File: src/bsfs_pkg.sv
package bsfs_pkg;

	// ********************************************************
	// Timing
	// ********************************************************
	localparam int unsigned CLK_KHZ      = 100000;
	localparam int unsigned CLK_NS       = 10;
	localparam int unsigned CAL_US       = 1600;
	localparam int unsigned SS_US        = 4000;
	localparam int unsigned CAL_CYC      = CAL_US * (CLK_KHZ / 1000);
	localparam int unsigned SS_CYC       = SS_US * (CLK_KHZ / 1000);
	localparam int unsigned BLANK_NS     = 100;
	localparam int unsigned BLANK_CYC    = (BLANK_NS + CLK_NS - 1) / CLK_NS;
	localparam int unsigned MAX_DUTY_PCT = 95;
	localparam int unsigned FREQ_LO_KHZ  = 300;
	localparam int unsigned FREQ_HI_KHZ  = 600;

	// ********************************************************
	// Protection
	// ********************************************************
	localparam logic [2:0]  FAULT_LIMIT  = 3'h7;
	localparam logic [2:0]  TIMEOUT_LAST = 3'h6;
	localparam int unsigned REF_W        = 10;
	localparam int unsigned PH_W         = 9;
	localparam int unsigned TMR_W        = 24;

	// Sensed selection current on the error amplifier output.
	localparam logic [1:0]  SENSE_NONE   = 2'h0;
	localparam logic [1:0]  SENSE_LOW_R  = 2'h1;
	localparam logic [1:0]  SENSE_HIGH_R = 2'h2;

	typedef enum logic [1:0] {
		SCL_180MV = 2'h0,
		SCL_105MV = 2'h1,
		SCL_310MV = 2'h2
	} bsfs_scl_e;

	typedef enum logic [4:0] {
		ST_IDLE  = 5'h01,
		ST_CAL   = 5'h02,
		ST_SOFT  = 5'h04,
		ST_RUN   = 5'h08,
		ST_FAULT = 5'h10
	} bsfs_state_e;

	// ********************************************************
	// Register map
	// ********************************************************
	localparam logic [11:0] ADDR_CTRL    = 12'h000;
	localparam logic [11:0] ADDR_STATUS  = 12'h004;
	localparam int unsigned CTRL_INH_BIT = 0;
	localparam logic        CTRL_INH_RST = 1'h0;

endpackage

File: src/bsfs_sequencer.sv
// The register offsets and the APB register port were decided locally.
`timescale 1ns/100ps
module bsfs_sequencer import bsfs_pkg::*; #(
	parameter int unsigned FREQ_KHZ    = FREQ_LO_KHZ,
	parameter int unsigned CAL_CYCLES  = CAL_CYC,
	parameter int unsigned SS_CYCLES   = SS_CYC
) (
	// Clock and reset
	input  wire logic        clk_sys,
	input  wire logic        arst_n,
	// Supply and request
	input  wire logic        undervoltage_lockout,
	input  wire logic        turn_on_req_n,
	// Analog comparators
	input  wire logic        overcurrent_pulse,
	input  wire logic        pwm_demand,
	input  wire logic        ramp_above_feedback,
	input  wire logic [1:0]  comp_sense_level,
	input  wire logic        high_gate_sensed_on,
	input  wire logic        low_gate_sensed_on,
	// Gate and analog control outputs
	output logic             high_side_gate,
	output logic             low_side_gate,
	output logic             oscillator_run,
	output logic             comp_sense_connect,
	output logic [1:0]       short_circuit_limit,
	output logic [REF_W-1:0] soft_start_ref,
	// APB slave
	input  wire logic        psel,
	input  wire logic        penable,
	input  wire logic        pwrite,
	input  wire logic [11:0] paddr,
	input  wire logic [31:0] pwdata,
	output logic [31:0]      prdata,
	output logic             pready,
	output logic             pslverr
);

	// ********************************************************
	// Derived counts
	// ********************************************************
	localparam int unsigned PER_CYC = CLK_KHZ / FREQ_KHZ;
	localparam int unsigned MAX_ON  = PER_CYC * MAX_DUTY_PCT / 100;
	localparam int unsigned SS_STEP = SS_CYCLES >> REF_W;
	localparam logic [PH_W-1:0]  PER_LAST = PH_W'(PER_CYC - 1);
	localparam logic [REF_W-1:0] REF_MAX  = '1;

	if (FREQ_KHZ != FREQ_LO_KHZ && FREQ_KHZ != FREQ_HI_KHZ) begin
		$error("Switching frequency must be one of two variants.");
	end
	if (SS_CYCLES < (1 << REF_W) || SS_CYCLES >= (1 << TMR_W)) begin
		$error("Soft-start count out of range.");
	end
	if (CAL_CYCLES < 1 || CAL_CYCLES >= (1 << TMR_W)) begin
		$error("Calibration count out of range.");
	end

	bsfs_state_e      st_q, st_d;
	logic [PH_W-1:0]  ph_q, hs_fall_q, rect_w_q, win_start;
	logic [TMR_W-1:0] tmr_q, tmr_lim;
	logic [REF_W-1:0] ref_q;
	logic [2:0]       to_q, flt_q;
	logic [1:0]       scl_q;
	logic             term_q, started_q, rect_full_q;
	logic             hs_q, ls_q, inhibit_q;
	logic             go, ph_end, tmr_end, limit_hit, trip, active;
	logic             pulses_ok, hs_cmd, ls_cmd, hs_d, ls_d;
	logic [31:0]      prdata_q;
	logic             pslverr_q;

	// ********************************************************
	// Sequencer
	// ********************************************************
	// A floating request reads high and keeps the converter off.
	assign go = !undervoltage_lockout && !turn_on_req_n
		&& !inhibit_q;
	assign ph_end = (ph_q == PER_LAST);
	assign active = (st_q == ST_SOFT) || (st_q == ST_RUN);
	assign trip = active && (flt_q == FAULT_LIMIT);
	assign tmr_end = (tmr_q == tmr_lim);

	always_comb begin
		tmr_lim = '0;
		case (st_q)
			ST_CAL:   tmr_lim = TMR_W'(CAL_CYCLES - 1);
			ST_SOFT:  tmr_lim = TMR_W'(SS_STEP - 1);
			ST_FAULT: tmr_lim = TMR_W'(SS_CYCLES - 1);
			default:  tmr_lim = '0;
		endcase
	end

	always_comb begin
		st_d = st_q;
		case (st_q)
			ST_IDLE: begin
				if (go)
					st_d = ST_CAL;
			end
			ST_CAL: begin
				if (tmr_end)
					st_d = ST_SOFT;
			end
			ST_SOFT: begin
				if (trip)
					st_d = ST_FAULT;
				else if (tmr_end && ref_q == REF_MAX)
					st_d = ST_RUN;
			end
			ST_RUN: begin
				if (trip)
					st_d = ST_FAULT;
			end
			ST_FAULT: begin
				if (tmr_end && to_q == TIMEOUT_LAST)
					st_d = ST_CAL;
			end
			default: st_d = ST_IDLE;
		endcase
		if (!go)
			st_d = ST_IDLE;
	end

	always_ff @(posedge clk_sys or negedge arst_n) begin
		if (!arst_n)
			st_q <= ST_IDLE;
		else
			st_q <= st_d;
	end

	always_ff @(posedge clk_sys or negedge arst_n) begin
		if (!arst_n)
			tmr_q <= '0;
		else if (st_d != st_q || tmr_end)
			tmr_q <= '0;
		else
			tmr_q <= tmr_q + 1'b1;
	end

	// The oscillator is frozen during lockout, so no phase advances.
	always_ff @(posedge clk_sys or negedge arst_n) begin
		if (!arst_n)
			ph_q <= '0;
		else if (undervoltage_lockout || ph_end)
			ph_q <= '0;
		else
			ph_q <= ph_q + 1'b1;
	end

	// ********************************************************
	// Calibration and soft start
	// ********************************************************
	always_ff @(posedge clk_sys or negedge arst_n) begin
		if (!arst_n)
			scl_q <= SCL_180MV;
		else if (st_q == ST_CAL && tmr_end) begin
			case (comp_sense_level)
				SENSE_LOW_R:  scl_q <= SCL_105MV;
				SENSE_HIGH_R: scl_q <= SCL_310MV;
				default:      scl_q <= SCL_180MV;
			endcase
		end
	end

	always_ff @(posedge clk_sys or negedge arst_n) begin
		if (!arst_n)
			ref_q <= '0;
		else if (st_q == ST_RUN)
			ref_q <= REF_MAX;
		else if (st_q != ST_SOFT)
			ref_q <= '0;
		else if (tmr_end && ref_q != REF_MAX)
			ref_q <= ref_q + 1'b1;
	end

	always_ff @(posedge clk_sys or negedge arst_n) begin
		if (!arst_n)
			to_q <= '0;
		else if (st_q != ST_FAULT)
			to_q <= '0;
		else if (tmr_end)
			to_q <= to_q + 1'b1;
	end

	// ********************************************************
	// Current limit and fault counter
	// ********************************************************
	assign limit_hit = overcurrent_pulse && hs_q
		&& ph_q >= PH_W'(BLANK_CYC);

	always_ff @(posedge clk_sys or negedge arst_n) begin
		if (!arst_n)
			term_q <= 1'b0;
		else if (ph_end)
			term_q <= 1'b0;
		else if (limit_hit)
			term_q <= 1'b1;
	end

	always_ff @(posedge clk_sys or negedge arst_n) begin
		if (!arst_n)
			flt_q <= '0;
		else if (!active)
			flt_q <= '0;
		else if (ph_end && (term_q || limit_hit)) begin
			if (flt_q != FAULT_LIMIT)
				flt_q <= flt_q + 1'b1;
		end else if (ph_end && flt_q != 3'h0)
			flt_q <= flt_q - 1'b1;
	end

	// ********************************************************
	// Pre-bias entry of the low side
	// ********************************************************
	always_ff @(posedge clk_sys or negedge arst_n) begin
		if (!arst_n)
			started_q <= 1'b0;
		else if (!active)
			started_q <= 1'b0;
		else if (ramp_above_feedback || st_q == ST_RUN)
			started_q <= 1'b1;
	end

	// Zero until a high-side fall is seen, so the window cannot
	// close at once when pulses begin late in a period.
	always_ff @(posedge clk_sys or negedge arst_n) begin
		if (!arst_n)
			hs_fall_q <= '0;
		else if (!active)
			hs_fall_q <= '0;
		else if (hs_q && !hs_d)
			hs_fall_q <= ph_q;
	end

	assign win_start = PER_LAST - rect_w_q;

	// Widening by one clock per period keeps the sink current tiny.
	always_ff @(posedge clk_sys or negedge arst_n) begin
		if (!arst_n) begin
			rect_w_q <= '0;
			rect_full_q <= 1'b0;
		end else if (!active) begin
			rect_w_q <= '0;
			rect_full_q <= 1'b0;
		end else if (st_q == ST_RUN)
			rect_full_q <= 1'b1;
		else if (started_q && ph_end && !rect_full_q) begin
			if (win_start <= hs_fall_q)
				rect_full_q <= 1'b1;
			else
				rect_w_q <= rect_w_q + 1'b1;
		end
	end

	// ********************************************************
	// Gate drive
	// ********************************************************
	assign pulses_ok = go && active && started_q
		&& !trip;

	always_comb begin
		hs_cmd = pulses_ok && pwm_demand && !term_q && !limit_hit
			&& ph_q < PH_W'(MAX_ON);
		ls_cmd = 1'b0;
		if (pulses_ok && !hs_cmd) begin
			if (rect_full_q)
				ls_cmd = 1'b1;
			else
				ls_cmd = ph_q >= win_start;
		end
	end

	// Each gate waits for the other to be sensed off before rising.
	assign hs_d = hs_cmd && !ls_q && !low_gate_sensed_on;
	assign ls_d = ls_cmd && !hs_q && !high_gate_sensed_on;

	always_ff @(posedge clk_sys or negedge arst_n) begin
		if (!arst_n) begin
			hs_q <= 1'b0;
			ls_q <= 1'b0;
		end else begin
			hs_q <= hs_d;
			ls_q <= ls_d;
		end
	end

	assign high_side_gate = hs_q;
	assign low_side_gate = ls_q;
	assign oscillator_run = !undervoltage_lockout;
	assign comp_sense_connect = (st_q == ST_CAL);
	assign short_circuit_limit = scl_q;
	assign soft_start_ref = ref_q;

	// ********************************************************
	// APB slave
	// ********************************************************
	// Read data is captured in the setup phase so that every
	// access completes without wait states.
	always_ff @(posedge clk_sys or negedge arst_n) begin
		if (!arst_n) begin
			prdata_q <= '0;
			pslverr_q <= 1'b0;
		end else if (psel && !penable) begin
			prdata_q <= '0;
			pslverr_q <= 1'b0;
			case (paddr)
				ADDR_CTRL: prdata_q <= {31'h0, inhibit_q};
				ADDR_STATUS: prdata_q <= {10'h0, ref_q, rect_full_q,
					flt_q, started_q, scl_q, st_q};
				default: pslverr_q <= 1'b1;
			endcase
		end
	end

	always_ff @(posedge clk_sys or negedge arst_n) begin
		if (!arst_n)
			inhibit_q <= CTRL_INH_RST;
		else if (psel && penable && pwrite && paddr == ADDR_CTRL)
			inhibit_q <= pwdata[CTRL_INH_BIT];
	end

	assign prdata = prdata_q;
	assign pready = 1'b1;
	assign pslverr = pslverr_q;
endmodule

File: config.mk
export PLATFORM = sky130hd
export DESIGN_NAME = bsfs_sequencer
export DESIGN_NICKNAME = d
export VERILOG_FILES = /design/src/bsfs_pkg.sv /design/src/bsfs_sequencer.sv
export SDC_FILE = /design/constraint.sdc
export NUM_CORES = 1
export LEC_CHECK = 0
export BUFFER_PORTS_ARGS = -buffer_cell sky130_fd_sc_hd__buf_2
export CAP_MARGIN = 20
export CORE_UTILIZATION = 40
export DETAILED_ROUTE_END_ITERATION = 8
export PLACE_DENSITY = 0.69
export SYNTH_ARGS = -nofsm -noshare
export SYNTH_HDL_FRONTEND = slang
export SYNTH_SLANG_ARGS = --single-unit
File: constraint.sdc
create_clock -name clk_sys -period 4.4 [get_ports clk_sys]
set_clock_uncertainty 0.2 [all_clocks]
set_input_delay 0.22 -clock clk_sys [delete_from_list [all_inputs] [get_ports clk_sys]]
set_output_delay 0.22 -clock clk_sys [all_outputs]
set_load 0.03 [all_outputs]
**Yosys cells after proc, flatten, opt, wreduce, memory -nomap -nowiden**

Index checks and enable logic that the tools add are counted.

- ROM bits: 0
- Output and inout port bits: 50
- Word-level logic and storage cells: 152
- Memories: 0
- Register bits after elaboration: 113
- Bits in latches: 0
- Bits in writable memories: 0

- Shift-type cells: 0
- Multiplexer cells: 38
- Add/sub/neg operators: 8
- Multipliers: 0
- Reduce and logical (&&, ||, !) cells: 58
- Order comparisons: 4
- Equal/unequal tests: 27
- Div/mod/pow operators: 0
- Bitwise logic cells: 0

Operator list:

| cell | count |
|---|---|
| $mux W9 | 7 |
| $pmux W19 S3 | 1 |
| $pmux W22 S2 | 1 |
| $logic_and A1 B1 Y1 | 30 |
| $mux W10 | 3 |
| $mux W5 | 6 |
| $pmux W5 S5 | 1 |
| $add A24 B1 Y24 const B | 1 |
| $eq A24 B24 Y1 | 1 |
| $mux W24 | 1 |
| $add A9 B1 Y9 const B | 2 |
| $mux W3 | 6 |
| $logic_not A1 Y1 | 14 |
| $eq A12 B3 Y1 const B | 1 |
| $logic_not A12 Y1 | 1 |
| $mux W1 | 11 |
| $add A10 B1 Y10 const B | 1 |
| $eq A10 B10 Y1 const B | 1 |
| $ne A10 B10 Y1 const B | 1 |
| $eq A9 B9 Y1 const B | 1 |
| $ge A9 B4 Y1 const B | 1 |
| $ge A9 B9 Y1 | 1 |
| $le A9 B9 Y1 | 1 |
| $lt A9 B9 Y1 const B | 1 |
| other kinds (26) | 40 |

**Depth between registers and ports, before layout**

Gate-level depths: netlist of the first run.

- Depth after elaboration: 16
- Depth in mapped cells: 14
- Mapped depth without buffers: 14

**Worst setup path before layout of the first run**

OpenSTA, ideal clock, no wires.

- Kind: register to register
- From: register rect_w_q[0]
- To: register rect_w_q[4]
- Arrival time: 2924 ps
- Period minus slack after synthesis: 3245 ps
- Cell stages (with the launch flop): 14
- Required time: 4080 ps
- Slack: 1155 ps
- Setup time: 120 ps
- Cells stage by stage: dfrtp_1 -> inv_1 -> ha_1 -> or2_2 -> nand2_1 -> a21oi_1 -> xor2_1 -> ha_1 -> nand2_1 -> nor3_1 -> or4_1 -> a21oi_2 -> a21oi_1 -> a31o_2

- Longest elaborated chain between the ends: 5

RTL lines:

| element | RTL line | RTL |
|---|---|---|
| from (decl) | bsfs_sequencer.sv:59 | `logic [PH_W-1:0] ph_q, hs_fall_q, rect_w_q, win_start;` |
| from (signal assigned) | bsfs_sequencer.sv:250 | `rect_w_q <= rect_w_q + 1'b1;` |
| branches (longest 5 deep; another with $sub A9 B9 Y9) | -- |  |

Several ways; the timed one is not identified. The select of a mux whose other input is x is not followed.
A chain may end at the register's enable or synchronous reset.

**Worst setup path in the final report of the first run**

Ends and elaborated chain as after synthesis.

==> results of run 1 <==
worst max-delay path: stages (launching register included):
cell	delay, ns
dfrtp_1	0.45
inv_1	0.12
ha_1	0.24
or2_2	0.32
nand2_1	0.10
a21oi_1	0.08
xor2_1	0.21
ha_1	0.28
nand2_1	0.09
nor3_1	0.06
or4_1	0.53
a21oi_2	0.42
a21oi_1	0.13
a31o_2	0.23
registers in the layout, indices dropped and copies added, names as in the netlist:
| name | flops |
|---|---|
| rect_w_q | 9 |
| tmr_q | 24 |
| rect_full_q | 1 |
| flt_q | 3 |
| pslverr | 1 |
| soft_start_ref | 10 |
| high_side_gate | 1 |
| ph_q | 9 |
| to_q | 3 |
| term_q | 1 |
| hs_fall_q | 9 |
| prdata | 22 |
| short_circuit_limit | 2 |
| low_side_gate | 1 |
| inhibit_q | 1 |
| started_q | 1 |
| st_q | 5 |
cell families (layout without fill, tap and decap cells):
logic type / after synthesis / in the layout / share of synthesized area
mux: 18 / 18 / 0.0299
xor+xnor: 45 / 45 / 0.0645
fa+ha+maj: 29 / 29 / 0.0602
buf+inv: 72 / 135 / 0.0536
other cells: 2 / 11 / 0.00123
simple gates: 262 / 262 / 0.227
compound gates: 119 / 119 / 0.142
flops: 103 / 103 / 0.422
placed cells by master, fill, tap and decap left out, types with 4 or more instances in the layout:
master and n:
and3_1 9, nor2_1 70, nand2b_1 5, a31oi_1 4, dfrtp_1 102, nand4_1 13, a211oi_1 7, mux2i_1 16
or3_1 9, inv_1 37, clkbuf_16 9, buf_4 7, conb_1 11, nor3_1 23, nor2b_1 6, ha_1 27
a22o_1 22, o21ai_0 21, nor3b_1 4, xor2_1 14, dlygate4sd3_1 11, nor4_1 5, or2_2 8, buf_2 64
and4_1 4, a21oi_1 20, nand3_1 28, xnor2_1 31, and2_1 23, nand2_1 35
cell usage after synthesis (14+ instances only):
cell / number / area share
nor2_1: 70 / 0.043
dfrtp_1: 102 / 0.42
xnor2_1: 31 / 0.044
xor2_1: 14 / 0.020
mux2i_1: 16 / 0.026
nand2_1: 35 / 0.021
nand3_1: 28 / 0.023
inv_1: 37 / 0.023
o21ai_0: 21 / 0.017
clkbuf_1: 18 / 0.011
a22o_1: 22 / 0.032
ha_1: 27 / 0.055
nor3_1: 23 / 0.019
a21oi_1: 20 / 0.016
and2_1: 23 / 0.024
how the worst max path moves through the flow:
stage / startpoint / endpoint / slack [ns] / depth (start not counted)
global placement: rect_w_q[0] / rect_w_q[4] / 0.92 / 13
global route: st_q[4] / short_circuit_limit[0] / 0.55 / 8
detailed placement: rect_w_q[0] / rect_w_q[4] / 0.86 / 13
CTS: rect_w_q[0] / rect_w_q[4] / 0.84 / 13
floorplan: rect_w_q[0] / rect_w_q[4] / 1.16 / 13
finish: rect_w_q[0] / rect_w_q[4] / 0.81 / 13
through the flow:
| stage | cells | util | setup slack (ns) | power (mW) |
|---|---|---|---|---|
| finish | 906 | 0.477 | 0.814 | 2.12 |
| global route | 906 | 0.477 | 0.555 | 2.21 |
| CTS | 906 | 0.477 | 0.841 | 2.15 |
| detailed placement | 879 | 0.446 | 0.863 | 1.20 |
| global placement | 879 | 0.446 | 0.924 | 1.19 |
| floorplan | 659 | - | 1.16 | 1.13 |
power groups by stage:
stage / combinational (mW) / clock [mW] / sequential, mW
after floorplan: 0.118 / 0 / 1.02
after global placement: 0.191 / 0 / 1.00
after detailed placement: 0.196 / 0 / 1.00
after CTS: 0.211 / 0.950 / 0.986
after global routing: 0.232 / 0.990 / 0.990
final: 0.210 / 0.926 / 0.988
layer usage:
layer,global-route usage,routed length (um),share of wire,vias up
met5,0,0,0,-
met3,0.0374,812,0.056,19
met4,0.0595,195,0.014,0
met1,0.265,6940,0.48,2487
li1,-,-,-,2436
met2,0.292,6490,0.45,164
final cells by class:
cell class,count,area (um2)
sequential,103,2580
inverter,37,139
clock inverter,6,108
tap,184,230
clock buffer,10,239
multi-input combinational,484,3240
timing repair buffer,82,483
fill,1354,7680
==> impl_metrics.prom, run 1 <==
# TYPE chip_impl_metric gauge
chip_impl_info{name="tritoncts",value="done"} 1
chip_impl_metric{name="num_rows",unit=""} 44
chip_impl_metric{name="power.sequential.fraction",unit=""} 0.465
chip_impl_metric{name="route.detailed.wl_per_inst",unit="um"} 15.9
chip_impl_metric{name="post_route_cells_drive_above_1_share",unit=""} 0.151
chip_impl_metric{name="peakVddDrop",unit="V"} 0.000184
chip_impl_metric{name="synth_sequential_area_ratio",unit=""} 0.422
chip_impl_info{name="r2r-end",value="rect_w_q[4]"} 1
chip_impl_metric{name="worst_hold_path.num_cells",unit=""} 3
chip_impl_info{name="violations",value="DRC"} 1
chip_impl_metric{name="clock_path_buffers",unit=""} 2
chip_impl_metric{name="initial_core_util",unit=""} 0.416
chip_impl_metric{name="p_comb_frac",unit=""} 0.099
chip_impl_metric{name="numCtsBuffers",unit=""} 9
chip_impl_metric{name="power.static_leakage",unit="nW"} 3.37
chip_impl_metric{name="finalWeightedCongestion",unit=""} 0.933
chip_impl_metric{name="setup_viol",unit=""} 0
chip_impl_metric{name="clk_transition_reported_paths",unit="ns"} 0.07
chip_impl_metric{name="areaGrowthSynthToFinish",unit="%"} 14.8
chip_impl_metric{name="post_synth_inst_count",unit=""} 650
chip_impl_metric{name="design.core.area",unit="um2"} 14700
chip_impl_metric{name="slew_headroom",unit=""} 0.261
chip_impl_metric{name="post_cts_resized",unit=""} 0
chip_impl_metric{name="grt_antenna_before_repair",unit=""} 0
chip_impl_info{name="clockRootBuffer",value="clkbuf_16"} 1
chip_impl_metric{name="syn_area",unit="um2"} 6110
chip_impl_metric{name="first_pass_iters",unit=""} 9
chip_impl_metric{name="synth_area_per_cell",unit="um2"} 9.40
chip_impl_metric{name="drt_total_wl",unit="um"} 14400
chip_impl_metric{name="post-route-period-util",unit=""} 0.815
chip_impl_metric{name="track_usage",unit=""} 0.188
chip_impl_metric{name="route.detailed.vias_per_inst",unit=""} 5.64
chip_impl_metric{name="report.final.slew_viol_count",unit=""} 0
chip_impl_metric{name="grt_overflow_total",unit=""} 0
chip_impl_metric{name="fp.dieArea",unit="um2"} 15800
chip_impl_metric{name="grt_pass1_wl",unit="um"} 24000
chip_impl_metric{name="timing.critical_path.required",unit="ns"} 4.45
chip_impl_info{name="hold_path_class",value="in2reg"} 1
chip_impl_metric{name="n_antenna_cell",unit=""} 0
chip_impl_metric{name="postcts_setup_bufs",unit=""} 0
chip_impl_metric{name="route.detailed.drc",unit=""} 11
chip_impl_info{name="kind_of_end_point_of_the_critical_path",value="register"} 1
chip_impl_metric{name="num-nets-final",unit=""} 803
chip_impl_metric{name="tightest_slew",unit="ns"} 1.11
chip_impl_metric{name="cts_hold_repair.buffers",unit=""} 11
chip_impl_metric{name="via_count",unit=""} 5106
chip_impl_metric{name="asyncSetResetFlopFracSynth",unit=""} 1.00
chip_impl_info{name="min_delay_worst_endpoint",value="high_side_gate"} 1
chip_impl_info{name="crit_path_start_kind",value="register"} 1
chip_impl_metric{name="rr_worst_depth",unit=""} 13
chip_impl_metric{name="final.setup.tns",unit="ns"} 0
chip_impl_metric{name="finalCriticalPeriod",unit="ns"} 3.59
chip_impl_metric{name="synth-edff-count",unit=""} 0
chip_impl_metric{name="power_frac_clock",unit=""} 0.436
chip_impl_metric{name="floorplan.io_pins",unit=""} 108
chip_impl_metric{name="timing.final.hold_violations",unit=""} 0
chip_impl_metric{name="psw",unit="mW"} 0.525
chip_impl_metric{name="p_int",unit="mW"} 1.60
chip_impl_info{name="rr_startpoint",value="rect_w_q[0]"} 1
chip_impl_info{name="worstHoldStart",value="pwm_demand"} 1
chip_impl_metric{name="chipWidth",unit="um"} 126
chip_impl_metric{name="worstPathMaxFanout",unit=""} 10
chip_impl_info{name="status",value="complete, but fails checks"} 1
chip_impl_metric{name="htree_levels",unit=""} 3
chip_impl_metric{name="first_global_vias",unit=""} 4890
chip_impl_metric{name="achievable-frequency",unit="MHz"} 279
chip_impl_metric{name="dp_area",unit="um2"} 6560
chip_impl_metric{name="clock_tree_sinks",unit=""} 103
chip_impl_metric{name="power.density_cell_area",unit="nW/um2"} 303
chip_impl_metric{name="clk_latency",unit="ns"} 0.35
chip_impl_metric{name="regToRegSetupSlack",unit="ns"} 0.81
chip_impl_metric{name="drtIter0Drc",unit=""} 341
chip_impl_info{name="synth-main-ff-cell",value="dfrtp_1"} 1
chip_impl_metric{name="die_height",unit="um"} 126
chip_impl_metric{name="port_buffers",unit=""} 65
chip_impl_metric{name="swShare",unit=""} 0.247
chip_impl_metric{name="place.detailed.hpwl",unit="um"} 10300
chip_impl_metric{name="drv.max_cap_violation_count",unit=""} 0
chip_impl_info{name="grt_setup_unrepaired",value="false"} 1
chip_impl_metric{name="synth_cell_types",unit=""} 72
chip_impl_metric{name="worst-endpoint-arrival",unit="ns"} 3.63
chip_impl_metric{name="pin_count_of_the_biggest_net_entering_global_routing",unit=""} 68
chip_impl_metric{name="fin_area",unit="um2"} 7020
chip_impl_metric{name="synth_warnings",unit=""} 0
chip_impl_metric{name="drtAntennaViolNets",unit=""} 0
chip_impl_info{name="timing.setup.critical_path_class",value="reg2reg"} 1
chip_impl_metric{name="hold-worst-slack",unit="ns"} 0.0215
chip_impl_metric{name="ys_seq_elements",unit=""} 103
No activity file was read; power rests on OpenSTA's default activity.
==> run 2, diff against run 1 <==
Clock period 4.4 ns to 3.71 ns, I/O delays scaled along.
==> run 2 against run 1 <==
The flow still finishes with violations (DRC). Clock power fell by 1%. First-iteration DRC count grew 23%. Total power up 10%. Non-clock buffer count increased by 9. Final cell count increased by 1.1%. Critical path depth stayed put. Core utilization rose by 0.34 points. Hold slack better by 0.015 ns. Critical path type unchanged. Largest power group unchanged. Highest routed layer unchanged.
==> impl_metrics.prom, run 2 (synthesis results as in run 1) <==
# TYPE chip_impl_metric gauge
chip_impl_metric{name="place.detailed.hpwl",unit="um"} 10300
chip_impl_metric{name="finalWeightedCongestion",unit=""} 0.933
chip_impl_metric{name="first_global_vias",unit=""} 4892
chip_impl_metric{name="finish.cell_count_without_fillers",unit=""} 916
chip_impl_metric{name="critPathMaxStageDelay",unit="ns"} 0.61
chip_impl_info{name="mostFrequentLayoutCells",value="dfrtp_1, nor2_1, buf_2"} 1
chip_impl_metric{name="clock_tree_sinks",unit=""} 103
chip_impl_metric{name="drt_total_wl",unit="um"} 14600
chip_impl_info{name="crit_path_start_kind",value="register"} 1
chip_impl_metric{name="grt_antenna_before_repair",unit=""} 0
chip_impl_info{name="timing.setup.critical_path_class",value="reg2reg"} 1
chip_impl_metric{name="clk_transition_reported_paths",unit="ns"} 0.07
chip_impl_info{name="top_register",value="tmr_q"} 1
chip_impl_metric{name="power.density_cell_area",unit="nW/um2"} 331
chip_impl_metric{name="grt_overflow_total",unit=""} 0
chip_impl_info{name="critPathTopFamily",value="simple AND/OR/NAND/NOR gates"} 1
chip_impl_info{name="kind_of_end_point_of_the_critical_path",value="register"} 1
chip_impl_info{name="layout.cells.most_common",value="dfrtp_1"} 1
chip_impl_metric{name="p_comb_frac",unit=""} 0.110
chip_impl_metric{name="power_frac_clock",unit=""} 0.391
chip_impl_metric{name="port_buffers",unit=""} 65
chip_impl_metric{name="via_count",unit=""} 5187
chip_impl_metric{name="post_route_cells_drive_above_1_share",unit=""} 0.160
chip_impl_metric{name="route.detailed.drc",unit=""} 11
chip_impl_metric{name="regToRegSetupSlack",unit="ns"} 0.20
chip_impl_metric{name="placed_cells_incl_taps",unit=""} 885
chip_impl_info{name="clockRootBuffer",value="clkbuf_16"} 1
chip_impl_metric{name="slew_headroom",unit=""} 0.293
chip_impl_metric{name="achievable-frequency",unit="MHz"} 285
chip_impl_metric{name="tightest_slew",unit="ns"} 1.06
chip_impl_info{name="path_cells",value="inv_1, ha_1, or2_2, nand2_1, a21oi_1, xor2_1, ha_1, nand2_1, nor3_1, or4_1, a211oi_1, xnor2_1, nor2_1"} 1
chip_impl_metric{name="track_usage",unit=""} 0.191
chip_impl_info{name="r2r-end",value="rect_w_q[3]"} 1
chip_impl_metric{name="post-route-period-util",unit=""} 0.946
chip_impl_metric{name="htree_levels",unit=""} 3
chip_impl_metric{name="fillCellCount",unit=""} 1353
chip_impl_metric{name="n_antenna_cell",unit=""} 0
chip_impl_metric{name="timing.critical_path.required",unit="ns"} 3.74
chip_impl_metric{name="die_height",unit="um"} 126
chip_impl_metric{name="worstPathMaxFanout",unit=""} 6
chip_impl_metric{name="swShare",unit=""} 0.264
chip_impl_metric{name="route.detailed.wl_per_inst",unit="um"} 15.9
chip_impl_metric{name="largest_register_ff_count",unit=""} 24
chip_impl_info{name="hold_path_class",value="in2async"} 1
chip_impl_metric{name="drtIter0Drc",unit=""} 420
chip_impl_metric{name="num_rows",unit=""} 44
chip_impl_metric{name="pin_count_of_the_biggest_net_entering_global_routing",unit=""} 88
chip_impl_metric{name="floorplan.io_pins",unit=""} 108
chip_impl_metric{name="psw",unit="mW"} 0.619
chip_impl_metric{name="peakVddDrop",unit="V"} 0.000289
chip_impl_metric{name="detailedPlace.worstSlack",unit="ns"} 0.129
chip_impl_metric{name="rr_worst_depth",unit=""} 13
chip_impl_metric{name="clk_latency",unit="ns"} 0.36
chip_impl_metric{name="cp_num_buf_inv",unit=""} 1
chip_impl_metric{name="first_pass_iters",unit=""} 7
chip_impl_info{name="tritoncts",value="done"} 1
chip_impl_metric{name="clock_path_buffers",unit=""} 2
chip_impl_info{name="rr_startpoint",value="rect_w_q[0]"} 1
chip_impl_metric{name="design.core.area",unit="um2"} 14700
chip_impl_metric{name="finalCriticalPeriod",unit="ns"} 3.51
chip_impl_metric{name="route.detailed.vias_per_inst",unit=""} 5.66
chip_impl_metric{name="power.sequential.fraction",unit=""} 0.499
chip_impl_metric{name="worst-endpoint-arrival",unit="ns"} 3.54
chip_impl_metric{name="grt_pass1_wl",unit="um"} 24200
chip_impl_metric{name="report.final.slew_viol_count",unit=""} 0
chip_impl_metric{name="fp.dieArea",unit="um2"} 15800
chip_impl_metric{name="setup_viol",unit=""} 0
chip_impl_metric{name="postcts_setup_bufs",unit=""} 0
chip_impl_metric{name="chipWidth",unit="um"} 126
chip_impl_info{name="status",value="complete, but fails checks"} 1
chip_impl_info{name="violations",value="DRC"} 1
chip_impl_metric{name="final.setup.tns",unit="ns"} 0
chip_impl_info{name="critical_path.slowest_cell",value="or4_1"} 1
chip_impl_metric{name="numCtsBuffers",unit=""} 9
chip_impl_metric{name="drv.max_cap_violation_count",unit=""} 0
chip_impl_metric{name="final_worst_path_setup_slack",unit="ns"} 0.201
chip_impl_metric{name="num-nets-final",unit=""} 813
chip_impl_metric{name="p_int",unit="mW"} 1.72
chip_impl_info{name="grt_setup_unrepaired",value="false"} 1
chip_impl_metric{name="areaGrowthSynthToFinish",unit="%"} 15.6
chip_impl_metric{name="timing.final.hold_violations",unit=""} 0
chip_impl_metric{name="power.static_leakage",unit="nW"} 3.39
chip_impl_metric{name="drtAntennaViolNets",unit=""} 0
chip_impl_metric{name="initial_core_util",unit=""} 0.416
-- run 2: cell count changes in the layout (fill, tap and decap cells not counted), sizes merged --
cell	change
bufinv	-3
a21oi	+1
dlygate4sd3	+2
clkinv	+1
buf	+7
clkbuf	+2
-- run 2: repair_timing --
action,CTS,global route
setup endpoints to repair,0,7
resized for setup,0,2
hold buffers,13,0
endpoints found under the hold margin,94,0
-- run 2: how the worst max path moves through the flow --
stage | slack [ns] | from | to | cells after the start
after floorplan | 0.47 | rect_w_q[0] | rect_w_q[4] | 13
after global placement | 0.26 | rect_w_q[0] | rect_w_q[4] | 13
after detailed placement | 0.13 | rect_w_q[0] | rect_w_q[4] | 13
after CTS | 0.1 | rect_w_q[0] | rect_w_q[4] | 13
after global routing | 0.02 | st_q[2] | short_circuit_limit[1] | 8
final | 0.20 | rect_w_q[0] | rect_w_q[3] | 13
-- run 2: cell type report --
| class | count | area [um2] | share of cell area |
|---|---|---|---|
| Timing Repair Buffer | 91 | 576 | 0.0814 |
| Multi-Input combinational cell | 485 | 3260 | 0.461 |
| Clock inverter | 4 | 30.0 | 0.00425 |
| Clock buffer | 12 | 256 | 0.0363 |
| Tap cell | 184 | 230 | 0.0326 |
| Inverter | 37 | 139 | 0.0197 |
| Sequential cell | 103 | 2580 | 0.365 |
-- run 2: through the flow --
stage | instance area [um2] | util | hold slack (ns) | total power [mW]
floorplan | 6150 | - | -0.310 | 1.35
global placement | 6610 | 0.449 | 0.188 | 1.42
detailed placement | 6610 | 0.449 | 0.194 | 1.43
CTS | 7020 | 0.478 | 0.0234 | 2.36
global route | 7070 | 0.481 | 0.0520 | 2.45
finish | 7070 | 0.481 | 0.0361 | 2.34
-- run 2: routing by layer --
layer,GRT usage,vias to the layer above,part of all wire
li1,-,2457,-
met1,0.275,2559,0.48
met2,0.292,157,0.45
met3,0.0276,14,0.051
met4,0.0732,0,0.015
met5,0,-,0
-- run 2: power by group through the flow --
stage	clock network, mW	registers (mW)	logic (mW)
floorplan	0	1.21	0.140
global placement	0	1.19	0.234
detailed placement	0	1.19	0.240
CTS	0.940	1.17	0.257
global route	0.990	1.17	0.285
finish	0.915	1.17	0.258
==> run 3, diff against run 2 <==
--- a/config.mk
+++ b/config.mk
@@ -8,7 +8,7 @@
 export BUFFER_PORTS_ARGS = -buffer_cell sky130_fd_sc_hd__buf_2
 export CAP_MARGIN = 20
-export CORE_UTILIZATION = 40
+export CORE_UTILIZATION = 45
 export DETAILED_ROUTE_END_ITERATION = 8
-export PLACE_DENSITY = 0.69
+export PLACE_DENSITY = 0.75
 export SYNTH_ARGS = -nofsm -noshare
 export SYNTH_HDL_FRONTEND = slang
==> constraint.sdc (replaced) <==
create_clock -name clk_sys -period 3.71 [get_ports clk_sys]
set_clock_uncertainty 0.2 [all_clocks]
set_input_delay 0 -clock clk_sys [delete_from_list [all_inputs] [get_ports clk_sys]]
set_output_delay 0 -clock clk_sys [all_outputs]
set_load 0.03 [all_outputs]
==> run 3 against run 2 <==
The run now ends clean. Total power grew 2.5%. Non-clock buffer count decreased by 1. Sequential cell count unchanged. Critical path depth stayed put. Combinational power barely moved. Maximum frequency is 0.65% higher. Clock-buffer cell count down 3. Sequential share of layout area rose by 0.086 points. Routed wire length decreased by 0.12%. Die area fell by 11%. Hold slack better by 0.099 ns. Critical endpoint is now rect_w_q[4]. Largest power group unchanged.
==> impl_metrics.prom, run 3 (synthesis results as in run 1) <==
# TYPE chip_impl_metric gauge
chip_impl_metric{name="post-route-util",unit=""} 0.532
chip_impl_metric{name="finish.cell_count_without_fillers",unit=""} 906
chip_impl_metric{name="critPathMaxStageDelay",unit="ns"} 0.56
chip_impl_metric{name="die_height",unit="um"} 119
chip_impl_metric{name="numCtsBuffers",unit=""} 9
chip_impl_info{name="timing.setup.critical_path_class",value="reg2reg"} 1
chip_impl_metric{name="worst-endpoint-arrival",unit="ns"} 3.53
chip_impl_metric{name="fp.dieArea",unit="um2"} 14100
chip_impl_info{name="grt_setup_unrepaired",value="false"} 1
chip_impl_metric{name="htree_levels",unit=""} 3
chip_impl_metric{name="track_usage",unit=""} 0.216
chip_impl_metric{name="final_worst_path_setup_slack",unit="ns"} 0.224
chip_impl_info{name="status",value="completed"} 1
chip_impl_metric{name="achievable-frequency",unit="MHz"} 287
chip_impl_info{name="tritoncts",value="done"} 1
chip_impl_info{name="layout.cells.most_common",value="dfrtp_1"} 1
chip_impl_metric{name="floorplan.io_pins",unit=""} 108
chip_impl_metric{name="report.final.slew_viol_count",unit=""} 0
chip_impl_metric{name="largest_register_ff_count",unit=""} 24
chip_impl_metric{name="fin_area",unit="um2"} 7050
chip_impl_metric{name="n_antenna_cell",unit=""} 0
chip_impl_metric{name="drtIter0Drc",unit=""} 343
chip_impl_metric{name="final.setup.tns",unit="ns"} 0
chip_impl_metric{name="grtUsageMet1",unit=""} 0.295
chip_impl_metric{name="clk_latency",unit="ns"} 0.36
chip_impl_metric{name="worstPathMaxFanout",unit=""} 10
chip_impl_metric{name="placed_cells_incl_taps",unit=""} 873
chip_impl_metric{name="drtAntennaViolNets",unit=""} 0
chip_impl_metric{name="design.core.area",unit="um2"} 13200
chip_impl_metric{name="route.detailed.wl_per_inst",unit="um"} 16.1
chip_impl_info{name="grt-busiest-layer",value="met2"} 1
chip_impl_metric{name="finalWeightedCongestion",unit=""} 0.891
chip_impl_metric{name="slew_headroom",unit=""} 0.304
chip_impl_info{name="hold_path_class",value="in2async"} 1
chip_impl_metric{name="via_count",unit=""} 5203
chip_impl_info{name="critical_path.slowest_cell",value="or4_1"} 1
chip_impl_metric{name="power.static_leakage",unit="nW"} 3.38
chip_impl_metric{name="tightest_slew",unit="ns"} 1.04
chip_impl_metric{name="setup_viol",unit=""} 0
chip_impl_metric{name="port_buffers",unit=""} 65
chip_impl_metric{name="drt_total_wl",unit="um"} 14500
chip_impl_metric{name="dp_area",unit="um2"} 6570
chip_impl_metric{name="peakVddDrop",unit="V"} 0.000255
chip_impl_info{name="mostFrequentLayoutCells",value="dfrtp_1, nor2_1, buf_2"} 1
chip_impl_metric{name="globalRouteMet2Util",unit=""} 0.349
chip_impl_info{name="crit_path_start_kind",value="register"} 1
chip_impl_metric{name="first_global_vias",unit=""} 5090
chip_impl_metric{name="post_route_cells_drive_above_1_share",unit=""} 0.152
chip_impl_metric{name="chipWidth",unit="um"} 119
chip_impl_metric{name="clk_transition_reported_paths",unit="ns"} 0.07
chip_impl_metric{name="postcts_setup_bufs",unit=""} 0
chip_impl_info{name="path_cells",value="inv_1, ha_1, or2_2, nand2_1, a21oi_1, xor2_1, ha_1, nand2_1, nor3_1, or4_1, a21oi_4, a21oi_1, a31o_2"} 1
chip_impl_metric{name="grt_pass1_wl",unit="um"} 24400
chip_impl_metric{name="pin_count_of_the_biggest_net_entering_global_routing",unit=""} 75
chip_impl_metric{name="grt.met3_usage",unit=""} 0.0299
chip_impl_metric{name="drv.max_cap_violation_count",unit=""} 0
chip_impl_metric{name="clock_tree_sinks",unit=""} 103
chip_impl_metric{name="detailedPlace.worstSlack",unit="ns"} 0.190
chip_impl_metric{name="first_pass_iters",unit=""} 8
chip_impl_metric{name="finalPower",unit="mW"} 2.40
chip_impl_metric{name="post-route-period-util",unit=""} 0.940
chip_impl_metric{name="num_rows",unit=""} 42
chip_impl_metric{name="hold-worst-slack",unit="ns"} 0.135
chip_impl_info{name="top_register",value="tmr_q"} 1
chip_impl_metric{name="grt_antenna_before_repair",unit=""} 0
chip_impl_info{name="clockRootBuffer",value="clkbuf_16"} 1
chip_impl_info{name="kind_of_end_point_of_the_critical_path",value="register"} 1
chip_impl_metric{name="route.detailed.drc",unit=""} 0
chip_impl_metric{name="clock_path_buffers",unit=""} 2
chip_impl_metric{name="place.detailed.hpwl",unit="um"} 10300
chip_impl_metric{name="timing.final.hold_violations",unit=""} 0
chip_impl_metric{name="grt_overflow_total",unit=""} 0
chip_impl_metric{name="timing.critical_path.required",unit="ns"} 3.76
chip_impl_metric{name="power.density_cell_area",unit="nW/um2"} 341
chip_impl_metric{name="route.detailed.vias_per_inst",unit=""} 5.74
chip_impl_metric{name="finalCriticalPeriod",unit="ns"} 3.49
chip_impl_metric{name="num-nets-final",unit=""} 811
chip_impl_metric{name="initial_core_util",unit=""} 0.462
chip_impl_metric{name="areaGrowthSynthToFinish",unit="%"} 15.3
-- run 3: area by class of cell --
cell class	instances	area, um2
inverters	37	139
repair buffers	90	558
well taps	176	220
clock buffers	9	225
clock inverters	7	78.8
flip-flops and latches	103	2580
fillers	1174	6200
multi-input cells	484	3250
-- run 3: path summary, 6_finish.rpt --
| kind | from | end | slack, ns | cells after the start |
|---|---|---|---|---|
| max | rect_w_q[0] | rect_w_q[4] | 0.22 | 13 |
| min in group clk_sys | pwm_demand | hs_fall_q[5] | 0.20 | 6 |
| min reg2reg | prdata[16] | prdata[16] | 0.30 | 1 |
| max reg2reg | rect_w_q[0] | rect_w_q[4] | 0.22 | 13 |
| max in group asynchronous | arst_n | prdata[1] | 2.18 | 3 |
| min | arst_n | tmr_q[17] | 0.14 | 2 |
-- run 3: repair_timing --
| item | in CTS | in global routing |
|---|---|---|
| setup endpoints to repair | 0 | 6 |
| hold buffers | 17 | 0 |
| gates resized for setup | 0 | 1 |
| hold endpoints to repair | 94 | 0 |
-- run 3: per-layer routing --
layer | part of all wire | routed length [um]
met2 | 0.48 | 6940
met3 | 0.055 | 800
met5 | 0 | 0
met1 | 0.45 | 6510
met4 | 0.020 | 284
-- run 3: power by group --
part / internal [mW] / switching [mW] / total [mW]
Sequential: 1.14 / 0.0269 / 1.17
Combinational: 0.0842 / 0.173 / 0.257
Clock: 0.529 / 0.445 / 0.974
Total: 1.76 / 0.645 / 2.40
-- run 3: critical path: cells and delay by family (launching register included) --
kind	cells	cell delay, ns
AO/OA/AOI/OAI	4	0.74
flip-flops	1	0.46
buffers and inverters	1	0.13
adder cells (fa/ha/maj)	2	0.53
AND/OR/NAND/NOR	5	1.13
XOR/XNOR	1	0.17
